==> config.mk <==
export PLATFORM = sky130hd
export DESIGN_NAME = pbrc_reload
export DESIGN_NICKNAME = d
export VERILOG_FILES = /design/src/pbrc_reload.v
export VERILOG_INCLUDE_DIRS = /design/src
export SDC_FILE = /design/constraint.sdc
export NUM_CORES = 1
export LEC_CHECK = 0
export ABC_AREA = 1
export BUFFER_PORTS_ARGS = -buffer_cell sky130_fd_sc_hd__buf_2
export CORE_ASPECT_RATIO = 1.4
export CORE_MARGIN = 5
export CORE_UTILIZATION = 43
export CTS_CLUSTER_SIZE = 16
export DETAILED_ROUTE_END_ITERATION = 7
export GPL_TIMING_DRIVEN = 0
export MAX_ROUTING_LAYER = met4
export PLACE_DENSITY_LB_ADDON = 0.1
export SYNTH_ARGS = -nofsm -noshare
export SYNTH_HDL_FRONTEND = slang
export SYNTH_SLANG_ARGS = --single-unit
==> constraint.sdc <==
create_clock -name clk_i -period 1.4 [get_ports clk_i]
set_input_delay 0.14 -clock clk_i [delete_from_list [all_inputs] [get_ports clk_i]]
set_output_delay 0.14 -clock clk_i [all_outputs]
set_load 0.01 [all_outputs]
==> src/pbrc_defs.vh <==
/*
  shared constants for the buffered reload control of one pwm channel.
  assumes inclusion by bare name from the design file.
*/
`ifndef PBRC_DEFS_VH
`define PBRC_DEFS_VH
`define PBRC_VAL_W 16
`define PBRC_SRC_W 2
`define PBRC_NSRC 4
`define PBRC_RST_VAL 16'h0000
`define PBRC_RST_BIT 1'b0
`define PBRC_MODE_IMMEDIATE 1'b0
`define PBRC_MODE_TRIGGERED 1'b1
`define PBRC_ST_IDLE 2'h0
`define PBRC_ST_ARMED 2'h1
`define PBRC_ST_WAIT_TRIG 2'h2
`define PBRC_ST_TRIGGERED 2'h3
`endif

==> src/pbrc_reload.v <==
/*
  double-buffered reload control of one 16-bit pwm channel: holding and
  operating copies of phase, duty, period, offset and the offset-mode bit.
  assumes software writes arrive as single-cycle write strobes on clk_i, and
  that other channels present their buffer-load events as one-cycle pulses.
*/
`timescale 1ns/100ps
`include "pbrc_defs.vh"

// Function
// - holding and operating copies for five values
// - writes touch only the holding copies
// - trigger mode bit picks immediate or triggered
// - never load without load arm set
// - all copies transfer in one cycle
// - immediate mode loads at next period event
// - triggered mode waits for other channel pulse
// - two-bit field selects the trigger source
// - triggered load at period event after trigger
// - a load clears load arm unless armed again in that cycle
// - arm coinciding with period event waits one
module pbrc_reload #(
  parameter VAL_W = `PBRC_VAL_W,
  parameter NSRC = `PBRC_NSRC
) (
  // clock, reset and channel counter
  input wire clk_i,
  input wire sys_rst_i,
  input wire [VAL_W-1:0] pwm_counter_i,
  // software writes to the holding copies
  input wire [VAL_W-1:0] phase_wdata_i,
  input wire phase_we_i,
  input wire [VAL_W-1:0] duty_wdata_i,
  input wire duty_we_i,
  input wire [VAL_W-1:0] period_wdata_i,
  input wire period_we_i,
  input wire [VAL_W-1:0] offset_wdata_i,
  input wire offset_we_i,
  input wire offset_mode_option_i,
  input wire offset_mode_we_i,
  // reload control and peer load events
  input wire load_arm_set_i,
  input wire load_trigger_mode_i,
  input wire [`PBRC_SRC_W-1:0] trigger_source_select_i,
  input wire [NSRC-1:0] peer_load_event_i,
  // holding copies, as software reads them back
  output wire [VAL_W-1:0] phase_hold_o,
  output wire [VAL_W-1:0] duty_hold_o,
  output wire [VAL_W-1:0] period_hold_o,
  output wire [VAL_W-1:0] offset_hold_o,
  output wire offset_mode_hold_o,
  // operating copies, as the pwm logic uses them
  output wire [VAL_W-1:0] phase_value_pair_o,
  output wire [VAL_W-1:0] duty_value_pair_o,
  output wire [VAL_W-1:0] period_operating_value_o,
  output wire [VAL_W-1:0] offset_value_pair_o,
  output wire offset_mode_option_o,
  // arming status and exported load event
  output reg load_arm_o,
  output reg load_event_o
);

  // state codes of the reload sequencer
  localparam [1:0] ST_IDLE = `PBRC_ST_IDLE;
  localparam [1:0] ST_ARMED = `PBRC_ST_ARMED;
  localparam [1:0] ST_WAIT_TRIG = `PBRC_ST_WAIT_TRIG;
  localparam [1:0] ST_TRIGGERED = `PBRC_ST_TRIGGERED;

  // sequencer state and next values
  reg [1:0] state_q;
  reg [1:0] state_d;
  reg load_arm_d;
  reg do_load;
  wire period_event;
  wire trig_sel;
  wire trig_mode_sel;

  // period event
  // compares against the operating period, so a new period waiting in the
  // holding copy never moves the event that is about to load it
  assign period_event = (pwm_counter_i == period_operating_value_o);

  // source select
  // peer events are single-cycle pulses already, so no edge detect is needed
  assign trig_sel = peer_load_event_i[trigger_source_select_i];

  assign trig_mode_sel = (load_trigger_mode_i == `PBRC_MODE_TRIGGERED);

  // idle: not armed. armed: immediate, ready for the next period event.
  // wait_trig: triggered mode, no trigger seen yet. triggered: ready for
  // the next period event. arming always passes through a state change, so
  // a period event or trigger in the arming cycle itself is never acted on.
  // limitation: only one reload can be pending; further arm pulses while
  // armed change nothing before the load cycle, including a change of the trigger mode.
  always @* begin
    state_d = state_q;
    do_load = 1'b0;
    case (state_q)
      ST_IDLE: begin
        if (load_arm_set_i) begin
          state_d = trig_mode_sel ? ST_WAIT_TRIG : ST_ARMED;
        end
      end
      ST_ARMED: begin
        if (period_event) begin
          do_load = 1'b1;
          state_d = ST_IDLE;
        end
      end
      ST_WAIT_TRIG: begin
        // wait for trigger
        // a trigger on our own period event only readies the next one
        if (trig_sel) begin
          state_d = ST_TRIGGERED;
        end
      end
      ST_TRIGGERED: begin
        if (period_event) begin
          do_load = 1'b1;
          state_d = ST_IDLE;
        end
      end
      default: begin
        state_d = ST_IDLE;
      end
    endcase

    // arm required
    // busy states imply the arm flag; the guard keeps a bad state from loading
    if (!load_arm_o && state_q != ST_IDLE) begin
      do_load = 1'b0;
    end

    // an arm pulse in the load cycle starts a fresh sequence at once
    if (do_load && load_arm_set_i) begin
      state_d = trig_mode_sel ? ST_WAIT_TRIG : ST_ARMED;
    end
  end

  // load clears arm
  // set wins over the clear, so an arm pulse in the load cycle is kept
  always @* begin
    load_arm_d = load_arm_o;
    if (do_load) begin
      load_arm_d = 1'b0;
    end
    if (load_arm_set_i) begin
      load_arm_d = 1'b1;
    end
  end

  // sequencer state
  always @(posedge clk_i) begin
    if (sys_rst_i) begin
      state_q <= ST_IDLE;
    end else begin
      state_q <= state_d;
    end
  end

  // arm flag, visible to software
  always @(posedge clk_i) begin
    if (sys_rst_i) begin
      load_arm_o <= `PBRC_RST_BIT;
    end else begin
      load_arm_o <= load_arm_d;
    end
  end

  // exported load pulse
  // registered, so peers see it in the cycle the new copies appear
  always @(posedge clk_i) begin
    if (sys_rst_i) begin
      load_event_o <= `PBRC_RST_BIT;
    end else begin
      load_event_o <= do_load;
    end
  end

  // one strobe for all copies
  // the five copies share do_load, so a load can never leave some values
  // old and others new; this costs one fanout net of four words and one bit.

  // phase value
  pbrc_copy_pair #(
    .W(VAL_W)
  ) u_phase (
    .clk_i(clk_i),
    .sys_rst_i(sys_rst_i),
    .we_i(phase_we_i),
    .wdata_i(phase_wdata_i),
    .load_i(do_load),
    .hold_o(phase_hold_o),
    .oper_o(phase_value_pair_o)
  );

  // duty value
  pbrc_copy_pair #(
    .W(VAL_W)
  ) u_duty (
    .clk_i(clk_i),
    .sys_rst_i(sys_rst_i),
    .we_i(duty_we_i),
    .wdata_i(duty_wdata_i),
    .load_i(do_load),
    .hold_o(duty_hold_o),
    .oper_o(duty_value_pair_o)
  );

  // period value; its operating copy also feeds the period event
  pbrc_copy_pair #(
    .W(VAL_W)
  ) u_period (
    .clk_i(clk_i),
    .sys_rst_i(sys_rst_i),
    .we_i(period_we_i),
    .wdata_i(period_wdata_i),
    .load_i(do_load),
    .hold_o(period_hold_o),
    .oper_o(period_operating_value_o)
  );

  // offset value
  pbrc_copy_pair #(
    .W(VAL_W)
  ) u_offset (
    .clk_i(clk_i),
    .sys_rst_i(sys_rst_i),
    .we_i(offset_we_i),
    .wdata_i(offset_wdata_i),
    .load_i(do_load),
    .hold_o(offset_hold_o),
    .oper_o(offset_value_pair_o)
  );

  // offset-mode option, a one-bit copy
  pbrc_copy_pair #(
    .W(1)
  ) u_offset_mode (
    .clk_i(clk_i),
    .sys_rst_i(sys_rst_i),
    .we_i(offset_mode_we_i),
    .wdata_i(offset_mode_option_i),
    .load_i(do_load),
    .hold_o(offset_mode_hold_o),
    .oper_o(offset_mode_option_o)
  );

endmodule // pbrc_reload

// one holding copy and the operating copy behind it; every buffered value
// uses one of these so that all of them follow the same load strobe
module pbrc_copy_pair #(
  parameter W = `PBRC_VAL_W
) (
  input wire clk_i,
  input wire sys_rst_i,
  input wire we_i,
  input wire [W-1:0] wdata_i,
  input wire load_i,
  output reg [W-1:0] hold_o,
  output reg [W-1:0] oper_o
);

  always @(posedge clk_i) begin
    if (sys_rst_i) begin
      hold_o <= {W{`PBRC_RST_BIT}};
    end else if (we_i) begin
      hold_o <= wdata_i;
    end
  end

  // operating copy
  // a write in the load cycle is not taken: the value held before that
  // edge loads, and the new one waits in the holding copy for the next load
  always @(posedge clk_i) begin
    if (sys_rst_i) begin
      oper_o <= {W{`PBRC_RST_BIT}};
    end else if (load_i) begin
      oper_o <= hold_o;
    end
  end

endmodule // pbrc_copy_pair

==> results.md <==
Final layout:
- The fill cell instance count of the final layout is 979.
- In the final layout, flip-flops and latches occupy 0.00270 mm2.
- The library cells used most frequently in the layout, excluding fill and tap cells, are 227 x sky130_fd_sc_hd__buf_2, 142 x sky130_fd_sc_hd__nor2_1, 120 x sky130_fd_sc_hd__dfxtp_1, 89 x sky130_fd_sc_hd__inv_1, 86 x sky130_fd_sc_hd__o21ai_0.
- The layout cell share with drive strength beyond 1 is 34.8%.
- The final core utilization is 69.8%.
- Relative to the synthesized area, the layout overhead comes to 59.1%.
- The final net count is 1,121.
- The commonest non-fill, non-tap cell in the layout is sky130_fd_sc_hd__buf_2.
- In the final layout, the multi-input gates occupy 0.00216 mm2.

Power:
- Summed over all cells, the static leakage comes to 0.00399 uW.
- For this design the total switching power over the nets is 2310 uW.
- Across the VDD grid, the largest voltage drop is 0.000792 V.
- The part of the power in the clock network is 45.6%.
- The fraction of power consumed by sequential logic is 42.9%.
- The overall power consumption is 9530 uW.
- The net switching fraction of the power is 24.2%.
- Combinational logic burns 11.5% of the power.
- The areal power density over the cells is 1160 mW/mm2.
- The internal power contribution is 7230 uW.

Timing:
- The final-report setup violation count is 69.
- The worst slew margin relative to its limit is 54.6%.
- Static timing analysis puts the maximum clock frequency at 595 MHz.
- Setup repair after global routing could not meet its margin everywhere.
- The hold violation total from the final report is 0.
- Across the routed clock network, the largest skew measured is 0.00954 ns.
- The final critical path takes up 120% of the cycle.
- Counting I/O delays and the setup requirement, the final critical path takes 1.68 ns.
- The slew at the pin closest to its max-slew limit is 0.681 ns.
- The total count of max-transition violations in the final report is 0.
- The smallest setup slack after layout is -0.281 ns.

Worst setup path:
- The critical path's most frequent cell is sky130_fd_sc_hd__nand2_1.
- The biggest cell delay along the critical path is 0.34 ns.
- Traced cell by cell, the critical path runs through inv_2 > nand2_1 > nand2_2 > inv_1 > nand2_1 > nor2_1 > nand2_1 > nor2_4 > nand2_4 > buf_12 > clkbuf_16 > o21ai_1 > a21oi_1.
- For this design, the slowest cell found on the critical path is sky130_fd_sc_hd__dfxtp_2.
- The gate family responsible for the most delay along the worst path is simple AND/OR/NAND/NOR gates.
- The worst setup path is launched from a flip-flop.
- The type of the worst setup path is flip-flop to flip-flop.
- At the worst endpoint, the required time is 1.70 ns.
- Of all nets on the critical path, the largest fanout is 7.
- The number of buffers and inverters on the critical path is 4.
- The arrival time at the worst endpoint is 1.98 ns.
- The worst setup path is captured at a flip-flop.

Synthesis:
- During synthesis, Yosys emitted a total of 0 warnings.
- The synthesized design contains 134 register bits.
- The netlist area before placement is 0.00518 mm2.
- The total nets after synthesis is 799.
- The synthesized netlist contains 19 unique library cells.
- Sequential cells were found to cover 51.8% of the synthesized design area.
- The cell count after synthesis came out at 703.
- The average footprint of a synthesized cell is 7.37 um2.

Clock tree:
- The maximum clock path buffer count is 2.
- CTS built an H-tree with a depth of 4.
- After clock tree synthesis, the clock-pin slew on the worst setup and hold paths is 0.06 ns.
- At the later pin of the worst-skew pair, clock insertion delay measures 0.41 ns.
- The number of clock sinks seen by CTS is 134.
- TritonCTS built the clock tree.
- The cell at the root of the clock tree is sky130_fd_sc_hd__clkbuf_16.
- Clock tree synthesis inserted a total of 17 buffers.

Drt:
- Summed over all nets, wire length on met2 after detailed routing comes to 8770 um.
- The detail route stage leaves a number of antenna-violating nets equal to 0.
- After detailed routing, the met3 layer carries 1090 um of wire.
- The routed design has 17,100 um of wire.
- In the routed design, unresolved DRC markers number 0.
- For this block, wires on met1 add up to 6730 um.
- Signal routing reaches up to met4.
- The via count normalized by instance count is 4.77.
- After the first detailed-routing iteration, the DRC count stood at 149.
- The first-pass detailed-route iteration total is 5.
- The total number of vias is 5,657.
- After detailed routing, the average wire length per cell comes to 14.4 um.

Hold path:
- The path type of the worst min-delay path is input port to flip-flop.

Global route:
- The largest net degree at the start of global routing is 17.
- Summed over all layers, the global routing overflow is 0.
- The number of antenna violations at the first check in global routing was 1.
- The first global-routing pass estimated 26,500 um of wire.
- The number of global-route vias before repair was 5,526.
- The global router's overall resource usage is 23.8%.

Place:
- Timing analysis after detailed placement gives a worst setup slack of -0.344 ns.
- The final HPWL from detailed placement is 11,500 um.
- The final weighted congestion of routability-driven global placement is 0.844.
- The count of buffers inserted at the top-level ports is 227.

Die:
- After floorplanning, the core was divided into 47 placement rows.
- The area enclosed by the die boundary is 0.0144 mm2.
- The floorplan step defined a core boundary enclosing 0.0118 mm2.
- In this run the vertical extent of the chip is 140 um.
- The initial utilization of the core area, before any placement, comes to 43.8%.
- The top-level I/O count is 228.
- The die width is 103 um.

Outcome:
- The final reports fail on setup timing.
- The run finished, with violations left.

Run:
- Across the run, the number of max-cap violations was 0.
-- per-stage QoR --
| step | area, um2 | setup TNS (ns) | hold WS [ns] | cells |
|---|---|---|---|---|
| finish | 8250 | -14.59 | 0.0281 | 1185 |
| global route | 8250 | -22.85 | 0.0388 | 1185 |
| CTS | 8020 | -14.37 | 0.00892 | 1182 |
| detailed placement | 6520 | -31.58 | 0.339 | 1077 |
| global placement | 6520 | -31.08 | 0.337 | 1077 |
| floorplan | 5200 | -0.701 | 0.209 | 703 |
-- final cells by class --
cell class	instances	share of cell area, %
multi-input combinational	435	26.2
timing repair buffer	303	23.9
clock buffer	23	5.80
sequential	134	32.7
clock inverter	8	1.20
inverter	98	4.46
buffer	36	3.38
antenna	1	0.0303
tap	147	2.23
-- cell usage after synthesis (all sizes together) --
cell	instances	share of area [%]
nand3	5	0.48
a21oi	70	6.8
clkinv	1	0.072
nor2	147	11
o21ai	131	13
xor2	1	0.17
buf	10	2.0
dfxtp	134	52
nand4	2	0.24
nand2	77	5.7
inv	97	7.0
xnor2	2	0.34
clkbuf	26	1.9
-- registers in the layout, summed over array words and instances (netlist names) --
register	flops
u_offset.oper_o	16
u_offset_mode.hold_o	1
u_offset_mode.oper_o	1
u_duty.hold_o	16
u_period.oper_o	16
load_event_o	1
u_duty.oper_o	16
u_offset.hold_o	16
u_phase.oper_o	16
state_q	2
u_phase.hold_o	16
u_period.hold_o	16
load_arm_o	1
-- worst paths after layout --
path / startpoint / endpoint / slack (ns) / cells after the start
min reg2reg: u_phase.oper_o[1]$_SDFFE_PP0P_ / u_phase.oper_o[1]$_SDFFE_PP0P_ / 0.44 / 2
max reg2reg: u_period.oper_o[3]$_SDFFE_PP0P_ / u_duty.oper_o[3]$_SDFFE_PP0P_ / -0.28 / 13
max: u_period.oper_o[3]$_SDFFE_PP0P_ / u_duty.oper_o[3]$_SDFFE_PP0P_ / -0.28 / 13
min: load_arm_set_i / load_arm_o$_SDFFE_PP0P_ / 0.03 / 3
-- worst min-delay path: stages --
cell and delay, ns:
sky130_fd_sc_hd__buf_2 0.11, sky130_fd_sc_hd__inv_1 0.07, sky130_fd_sc_hd__a21oi_1 0.06
-- cell families after synthesis --
group | synth area share, %
AND/OR/NAND/NOR | 17.2
AO/OA/AOI/OAI | 19.5
flip-flops | 51.8
buffers and inverters | 11.0
XOR/XNOR | 0.507
-- power groups by stage --
stage | combinational (uW) | clock [uW] | sequential, uW
5_1_grt | 1230 | 4600 | 4120
4_1_cts | 1050 | 4430 | 4080
3_5_place_dp | 888 | 0 | 4160
2_1_floorplan | 425 | 0 | 4210
6_report | 1100 | 4340 | 4090
3_3_place_gp | 883 | 0 | 4160
-- what timing repair did --
item                                   CTS  global route
endpoints found under the hold margin   67             0
gates cloned                             3             2
resized for setup                       58            68
pin swaps                               12            17
setup endpoints to repair               68            77
hold buffers                            67             0
buffers inserted                         4             1
-- per-layer routing --
| layer | vias up | GRT usage (%) |
|---|---|---|
| li1 | 2874 | - |
| met2 | 193 | 40.2 |
| met1 | 2547 | 26.9 |
| met3 | 43 | 5.32 |
| met5 | - | - |
| met4 | 0 | 9.69 |
(Power assumes the default switching activity.)
